File: src/tmr_pkg.sv
// Constants and state types for the 8-bit timer/counter with divider and PWM output
// Assumes a single 200 MHz clock and a simple strobe register port
`default_nettype none
package tmr_pkg;
   // Register offsets
   localparam logic [1:0] TMR_CTRL_OFS    = 2'h0;
   localparam logic [1:0] TMR_CMP_OFS     = 2'h1;
   localparam logic [1:0] TMR_CNT_OFS     = 2'h2;
   // Control field positions
   localparam int         TMR_MODE_LSB    = 0;
   localparam int         TMR_CLK_LSB     = 2;
   localparam int         TMR_RUN_BIT     = 5;
   // Clock select codes
   localparam logic [2:0] TMR_CLK_EXT     = 3'h7;
   localparam logic [2:0] TMR_CLK_SLOWOK  = 3'h0;
   // Divider shifts per clock code
   localparam logic [3:0] TMR_SHIFT_C0    = 4'hB;
   localparam logic [3:0] TMR_SHIFT_C1    = 4'h7;
   localparam logic [3:0] TMR_SHIFT_C2    = 4'h5;
   localparam logic [3:0] TMR_SHIFT_C3    = 4'h3;
   localparam logic [3:0] TMR_SHIFT_C4    = 4'h2;
   localparam logic [3:0] TMR_SHIFT_C5    = 4'h1;
   localparam logic [3:0] TMR_SHIFT_C6    = 4'h0;
   localparam logic [2:0] TMR_FS_LAST     = 3'h7;
   // Counter values
   localparam logic [7:0] TMR_CNT_ZERO    = 8'h00;
   localparam logic [7:0] TMR_CNT_ONE     = 8'h01;
   localparam logic [7:0] TMR_CNT_TOP     = 8'hFF;
   localparam logic [10:0] TMR_PRE_ZERO   = 11'h000;
   localparam logic [10:0] TMR_PRE_ONE    = 11'h001;

   typedef enum logic [1:0] {
      TMR_MODE_TIMER = 2'b00,
      TMR_MODE_RSVD  = 2'b01,
      TMR_MODE_PDO   = 2'b10,
      TMR_MODE_PWM   = 2'b11
   } tmr_mode_type;

   typedef struct packed {
      logic         run;
      logic [2:0]   clkSel;
      tmr_mode_type mode;
      logic [7:0]   cmpBuf;
      logic [7:0]   cmpAct;
      logic [7:0]   cnt;
      logic         outFf;
      logic [10:0]  pre;
      logic [2:0]   fsPre;
      logic         evMeta;
      logic         evSync;
      logic         evPrev;
      logic         irq;
      logic         pinN;
      logic [7:0]   rdData;
   } tmr_state_type;
endpackage
`default_nettype wire

File: src/tmr_timer8.sv
// 8-bit up counter: timer, event counter, divider output and PWM output modes
// Assumes strobes and power-mode levels on ref_clk; only the event pin is asynchronous
//
// What this block does
// - Clock select 000-110 picks divided internal clocks, 111 the event pin in mode 00 only; modes 10 and 11 do not count on 111.
// - Mode field: 00 timer/event, 01 reserved, 10 divider output, 11 PWM.
// - Entering STOP power mode clears the run bit automatically.
// - Control register bits 7 and 6 read back as meaningless.
// - Reset leaves the compare register contents unchanged.
// - Timer mode counts internal clock; on match interrupts, clears, keeps counting.
// - Event mode counts event pin rising edges; match interrupts and clears.
// - Event mode checks the match only on the event pin falling edge.
// - Slow and sleep power modes ignore the external event clock.
// - Divider mode toggles the output flop, clears counter, interrupts on match.
// - Output pin shows the inverse of the output flop.
// - Output flop clears at reset and whenever the counter stops.
// - PWM match toggles the flop; overflow toggles again and interrupts.
// - PWM compare is double buffered; new value applies after the current cycle.
// - Starting in PWM moves the preloaded compare value into the active stage.
//
// Decided for this implementation: the strobed register port and the register offsets.
`default_nettype none
module tmr_timer8 (
   // Clock and reset
   input  wire logic       ref_clk,
   input  wire logic       srst,
   // Register port
   input  wire logic [1:0] regAddr,
   input  wire logic [7:0] wrData,
   input  wire logic       wrStb,
   input  wire logic       rdStb,
   output var  logic [7:0] rdData,
   // System clock and power state
   input  wire logic       lowFreqTick,
   input  wire logic       prescalerSourceSelect,
   input  wire logic       stopModeEntry,
   input  wire logic       slowPowerMode,
   input  wire logic       sleepPowerMode,
   // Pins and events
   input  wire logic       externalEventInput,
   output var  logic       dividerOutputPinN,
   output var  logic       timerInterrupt
);

   tmr_pkg::tmr_state_type sQ;
   tmr_pkg::tmr_state_type sD;

   function automatic logic tmrDivTick(input logic [10:0] pre, input logic [3:0] sh);
      logic [10:0] mask;
      mask = 11'((12'h001 << sh) - 12'h001);
      return (pre & mask) == mask;
   endfunction

   logic       slowSleep;
   logic       fsTick;
   logic       tick;
   logic       evRise;
   logic       evFall;
   logic [7:0] nextCnt;
   logic       ctrlWr;
   logic       cmpWr;

   always_comb begin
      slowSleep = slowPowerMode | sleepPowerMode;
      fsTick    = lowFreqTick & (sQ.fsPre == tmr_pkg::TMR_FS_LAST);
      evRise    = sQ.evSync & ~sQ.evPrev & ~slowSleep;
      evFall    = ~sQ.evSync & sQ.evPrev & ~slowSleep;
      nextCnt   = sQ.cnt + tmr_pkg::TMR_CNT_ONE;
      ctrlWr    = wrStb & (regAddr == tmr_pkg::TMR_CTRL_OFS);
      cmpWr     = wrStb & (regAddr == tmr_pkg::TMR_CMP_OFS);
      // Count source select
      case (sQ.clkSel)
         3'h0: tick = (prescalerSourceSelect | slowSleep) ? fsTick
                      : tmrDivTick(sQ.pre, tmr_pkg::TMR_SHIFT_C0);
         3'h1: tick = ~slowSleep & tmrDivTick(sQ.pre, tmr_pkg::TMR_SHIFT_C1);
         3'h2: tick = ~slowSleep & tmrDivTick(sQ.pre, tmr_pkg::TMR_SHIFT_C2);
         3'h3: tick = ~slowSleep & tmrDivTick(sQ.pre, tmr_pkg::TMR_SHIFT_C3);
         3'h4: tick = ~slowSleep & tmrDivTick(sQ.pre, tmr_pkg::TMR_SHIFT_C4);
         3'h5: tick = ~slowSleep & tmrDivTick(sQ.pre, tmr_pkg::TMR_SHIFT_C5);
         3'h6: tick = ~slowSleep & tmrDivTick(sQ.pre, tmr_pkg::TMR_SHIFT_C6);
         default: tick = 1'b0;
      endcase
   end

   always_comb begin
      sD        = sQ;
      sD.irq    = 1'b0;
      // Prescalers and event pin synchroniser
      sD.pre    = sQ.pre + tmr_pkg::TMR_PRE_ONE;
      if (lowFreqTick) begin
         sD.fsPre = sQ.fsPre + 3'h1;
      end
      sD.evMeta = externalEventInput;
      sD.evSync = sQ.evMeta;
      sD.evPrev = sQ.evSync;
      // Counting
      if (sQ.run) begin
         case (sQ.mode)
            tmr_pkg::TMR_MODE_TIMER: begin
               if (sQ.clkSel == tmr_pkg::TMR_CLK_EXT) begin
                  if (evRise) begin
                     sD.cnt = nextCnt;
                  end
                  if (evFall && sQ.cnt == sQ.cmpBuf) begin
                     sD.cnt = tmr_pkg::TMR_CNT_ZERO;
                     sD.irq = 1'b1;
                  end
               end else if (tick) begin
                  if (nextCnt == sQ.cmpBuf) begin
                     sD.cnt = tmr_pkg::TMR_CNT_ZERO;
                     sD.irq = 1'b1;
                  end else begin
                     sD.cnt = nextCnt;
                  end
               end
            end
            tmr_pkg::TMR_MODE_PDO: begin
               if (tick) begin
                  if (nextCnt == sQ.cmpBuf) begin
                     sD.cnt   = tmr_pkg::TMR_CNT_ZERO;
                     sD.outFf = ~sQ.outFf;
                     sD.irq   = 1'b1;
                  end else begin
                     sD.cnt = nextCnt;
                  end
               end
            end
            tmr_pkg::TMR_MODE_PWM: begin
               if (tick) begin
                  sD.cnt = nextCnt;
                  if (sQ.cnt == tmr_pkg::TMR_CNT_TOP) begin
                     sD.outFf  = ~sQ.outFf;
                     sD.irq    = 1'b1;
                     sD.cmpAct = sQ.cmpBuf;
                  end else if (nextCnt == sQ.cmpAct) begin
                     sD.outFf = ~sQ.outFf;
                  end
               end
            end
            default: begin
               sD.cnt = sQ.cnt;
            end
         endcase
      end
      // Register writes
      if (ctrlWr) begin
         sD.run    = wrData[tmr_pkg::TMR_RUN_BIT];
         sD.clkSel = wrData[tmr_pkg::TMR_CLK_LSB +: 3];
         sD.mode   = tmr_pkg::tmr_mode_type'(wrData[tmr_pkg::TMR_MODE_LSB +: 2]);
         if (!wrData[tmr_pkg::TMR_RUN_BIT]) begin
            sD.cnt   = tmr_pkg::TMR_CNT_ZERO;
            sD.outFf = 1'b0;
            sD.irq   = 1'b0;
         end else if (!sQ.run) begin
            sD.cnt    = tmr_pkg::TMR_CNT_ZERO;
            sD.cmpAct = sQ.cmpBuf;
         end
      end
      if (cmpWr) begin
         sD.cmpBuf = wrData;
      end
      if (stopModeEntry) begin
         sD.run   = 1'b0;
         sD.cnt   = tmr_pkg::TMR_CNT_ZERO;
         sD.outFf = 1'b0;
      end
      sD.pinN = ~sD.outFf;
      // Read data, valid only in the cycle after the strobe
      sD.rdData = 8'h00;
      if (rdStb) begin
         case (regAddr)
            tmr_pkg::TMR_CTRL_OFS: sD.rdData = {2'b00, sQ.run, sQ.clkSel, sQ.mode};
            tmr_pkg::TMR_CMP_OFS:  sD.rdData = sQ.cmpBuf;
            tmr_pkg::TMR_CNT_OFS:  sD.rdData = sQ.cnt;
            default:               sD.rdData = 8'h00;
         endcase
      end
      // Reset keeps the compare buffer
      if (srst) begin
         sD        = '0;
         sD.mode   = tmr_pkg::TMR_MODE_TIMER;
         sD.pre    = tmr_pkg::TMR_PRE_ZERO;
         sD.outFf  = 1'b0;
         sD.pinN   = 1'b1;
         sD.cmpBuf = sQ.cmpBuf;
      end
   end

   always_ff @(posedge ref_clk) begin
      sQ <= sD;
   end

   assign rdData            = sQ.rdData;
   assign dividerOutputPinN = sQ.pinN;
   assign timerInterrupt    = sQ.irq;
endmodule
`default_nettype wire

File: config.mk
export PLATFORM = sky130hd
export DESIGN_NAME = tmr_timer8
export DESIGN_NICKNAME = d
export VERILOG_FILES = /design/src/tmr_pkg.sv /design/src/tmr_timer8.sv
export SDC_FILE = /design/constraint.sdc
export NUM_CORES = 1
export LEC_CHECK = 0
export ABC_AREA = 1
export BUFFER_PORTS_ARGS = -buffer_cell sky130_fd_sc_hd__buf_2
export CAP_MARGIN = 20
export CORE_ASPECT_RATIO = 1.25
export CORE_MARGIN = 10
export CORE_UTILIZATION = 45
export CTS_CLUSTER_DIAMETER = 200
export DETAILED_ROUTE_END_ITERATION = 7
export PLACE_DENSITY_LB_ADDON = 0.2
export SYNTH_ARGS = -nofsm -noshare
export SYNTH_HDL_FRONTEND = slang
export SYNTH_SLANG_ARGS = --single-unit
File: constraint.sdc
create_clock -name ref_clk -period 2.3 [get_ports ref_clk]
set_input_delay 0.23 -clock ref_clk [delete_from_list [all_inputs] [get_ports ref_clk]]
set_output_delay 0.23 -clock ref_clk [all_outputs]
set_load 0.01 [all_outputs]
==> summary.md <==
| Metric | Value |
|---|---|
| Global-route congestion overflow total | `0` |
| Post-Syn Area | `0.003740 sq mm` |
| Post-synth EDFFs | `8` |
| Leak pwr | `0.002129 uW` |
| Port buffer count | `29` |
| DRT Wirelength | `10,360 um` |
| Drc violations | `0` |
| Clock Path Buffers | `2` |
| Pre-antenna DRT Iters | `6` |
| Final core occ | `52.45%` |
| Final Hold Fails | `0` |
| Routed length per instance | `14.61 um` |
| Filler instances | `798` |
| Cell accounting for the most synthesized area | `dfxtp_1` |
| Ranking of synthesized cells by area | `dfxtp_1 27%, nand2_1 14%, inv_1 7.6%` |
| Commonest register cell after synthesis | `dfxtp_1` |
| Vias per std cell | `5.299` |
| RSZ-0062 raised after global routing | `true` |
| CTS tree | `done` |
| Cell Rows | `37` |
| PD cells | `529.6 mW/mm^2` |
| Slew HR | `58.45%` |
| Largest net degree at the start of global routing | `23` |
| VDD IR-drop max | `0.4790 mV` |
| Io pins | `30` |
| Seq cells post-synth | `58` |
| Die Y | `121.9 um` |
| Period utilization | `93.04%` |
| Max Cap Violations | `0` |
| Placer Congestion | `0.9954` |
| Final HPWL DP | `8149 um` |
| Clk slew on worst S/H paths | `0.07 ns` |
| Net count of the mapped netlist | `593` |
| CP Class | `reg -> reg` |
| Critical Path RT | `2.60 ns` |
| WHS | `0.05393 ns` |
| Sequential-to-total area share from yosys stat | `33.19%` |
| Worst Setup Start Kind | `flop` |
| Clk_skew | `0.01050 ns` |
| Core footprint | `0.008194 sq mm` |
| Total GRT Usage | `17.39%` |
| # nets final | `633` |
| Worst Hold Class | `in -> reg` |
| Via count | `3,757` |
| Worst EP arrival | `2.44 ns` |
| Status | `complete, no violations` |
| Netlist cell types | `42` |
| Yosys warnings | `0` |
| ANT nets after route | `0` |
| Vias in the first global route | `3,572` |
| Share of layout cells above drive strength 1 | `18.14%` |
| Fin crit period | `2.140 ns` |
| Hold Buf Count CTS | `0` |
| Cell count after synthesis | `567` |
| Max FO, Critical Path | `7` |
| Seq. cell area | `0.001244 sq mm` |
| Async SR Flop Fraction | `0%` |
| Area grow syn2layout | `14.92%` |
| Starting Density | `45.64%` |
| CTS Buf Count | `9` |
| H-tree levels | `3` |
| Initial antenna violation count | `0` |
| CTS Root Cell | `clkbuf_8` |
| Multi-input gate area | `0.002090 sq mm` |
| Measured slew at the worst slew-check pin | `0.6223 ns` |
| Setup violators final | `0` |
| Global-route wire length before repair | `17,060 um` |
| Worst setup EP type | `flop` |
| Detailed router's first-iteration violation count | `296` |
| Worst skew pair latency | `0.35 ns` |
| Synth Area per Inst | `6.596 sq um` |
| Clock sink total | `58` |
| Die X | `101.5 um` |
| Max Freq | `467.3 MHz` |
| Number of diodes | `0` |
| Area share of the largest cell type after synthesis | `26.76%` |
| Final Slew Violations | `0` |
| Full die area | `0.01238 sq mm` |
## power by group
part / leakage, uW / switching (uW) / internal, uW / total [uW]
registers: 0.000479 / 31.8 / 1060 / 1090
logic: 0.00155 / 142 / 84.1 / 226
clock network: 0.0000972 / 457 / 504 / 961
total: 0.00213 / 630 / 1650 / 2280
## kinds of logic (layout without fill, tap and decap cells)
family	count (synthesis)	after routing	share of synthesized area, %
compound gates	84	84	13.01
flops	58	58	33.19
buf+inv	107	152	12.11
simple gates	302	302	37.34
xor+xnor	10	10	2.342
fa+ha+maj	6	6	2.007
## sequential cells by signal, summed over array words and instances, names as in the netlist
signal	cells
dividerOutputPinN	1
sQ	48
timerInterrupt	1
rdData	8
## synth_stat cells, types with 6 or more instances
cell / count
ha_1: 6
inv_1: 76
a21oi_1: 31
buf_4: 10
inv_2: 6
edfxtp_1: 8
nand2_1: 139
nand3_1: 46
nor3_1: 10
nand2_2: 9
clkbuf_1: 7
dfxtp_1: 50
o21ai_0: 29
nor2_1: 68
## critical path, cell delays in order, from the launching register on
cell	delay (ns)
dfxtp_2	0.35
ha_4	0.15
nand2_2	0.07
nor2_4	0.10
ha_1	0.16
nand2_1	0.05
nand3_1	0.06
nand2_1	0.05
inv_1	0.06
nand3_2	0.06
nand2_2	0.08
nand2_4	0.10
nand2_8	0.13
nand2_4	0.09
nor2_8	0.17
buf_4	0.15
nand3_1	0.06
nand3_1	0.11
nand2_1	0.06
inv_1	0.04
## stage by stage
step,setup TNS (ns),total power [uW],instance area [sq um],setup WS [ns],cells
final,0,2276,4298,0.1600,709
after global routing,-0.06406,2374,4298,-0.02173,709
after CTS,0,2281,4194,0.002106,703
after detailed placement,0,1328,4000,0.02150,687
after global placement,0,1324,4000,0.1089,687
after floorplan,0,1249,3740,0.2819,567
## layer usage
layer,vias up,share of wire (%),GRT usage (%)
met5,-,0,0
met2,143,49,28.53
li1,1889,-,-
met3,26,5.9,3.681
met1,1699,43,21.12
met4,0,2.7,8.423
## path summary, 6_finish.rpt
path                  start     end  slack (ns)  cells past startpoint
setup reg to reg     sQ[16]  sQ[38]        0.16                     19
hold reg to reg      sQ[12]  sQ[11]        0.40                      2
setup / recovery     sQ[16]  sQ[38]        0.16                     19
hold / removal    wrData[6]  sQ[50]        0.05                      1
## cell type report
type	count	share of cell area (%)
Multi-Input combinational cell	402	48.62
Sequential cell	58	28.94
Clock inverter	6	1.543
Clock buffer	10	2.969
Tap cell	97	2.824
Inverter	83	7.249
Timing Repair Buffer	53	7.860
## layout by cell type, fill, tap and decap left out, types with 2 or more instances in the layout
cell and count:
nand2_1 136, inv_2 6, nor4_1 2, nor2_1 68, xnor2_1 5, o31ai_1 3
a31oi_1 3, nand2_2 11, nand4_1 5, nand2_4 3, a21oi_1 31, o21ai_0 29
nor2_2 4, dfxtp_1 48, nand3_2 4, o211ai_1 4, a21boi_1 3, inv_1 76
buf_4 23, clkbuf_8 9, nor3_1 10, nand3b_1 4, o21ai_1 2, buf_2 29
ha_1 4, nand3_1 46, o22ai_1 5, nor2_4 3, edfxtp_1 8, dfxtp_2 2
xor2_1 5
## timing repair
item,4_1_cts,5_1_grt
gates resized for setup,0,12
setup endpoints to repair,0,19
setup buffers,0,6
(Power assumes the default switching activity.)
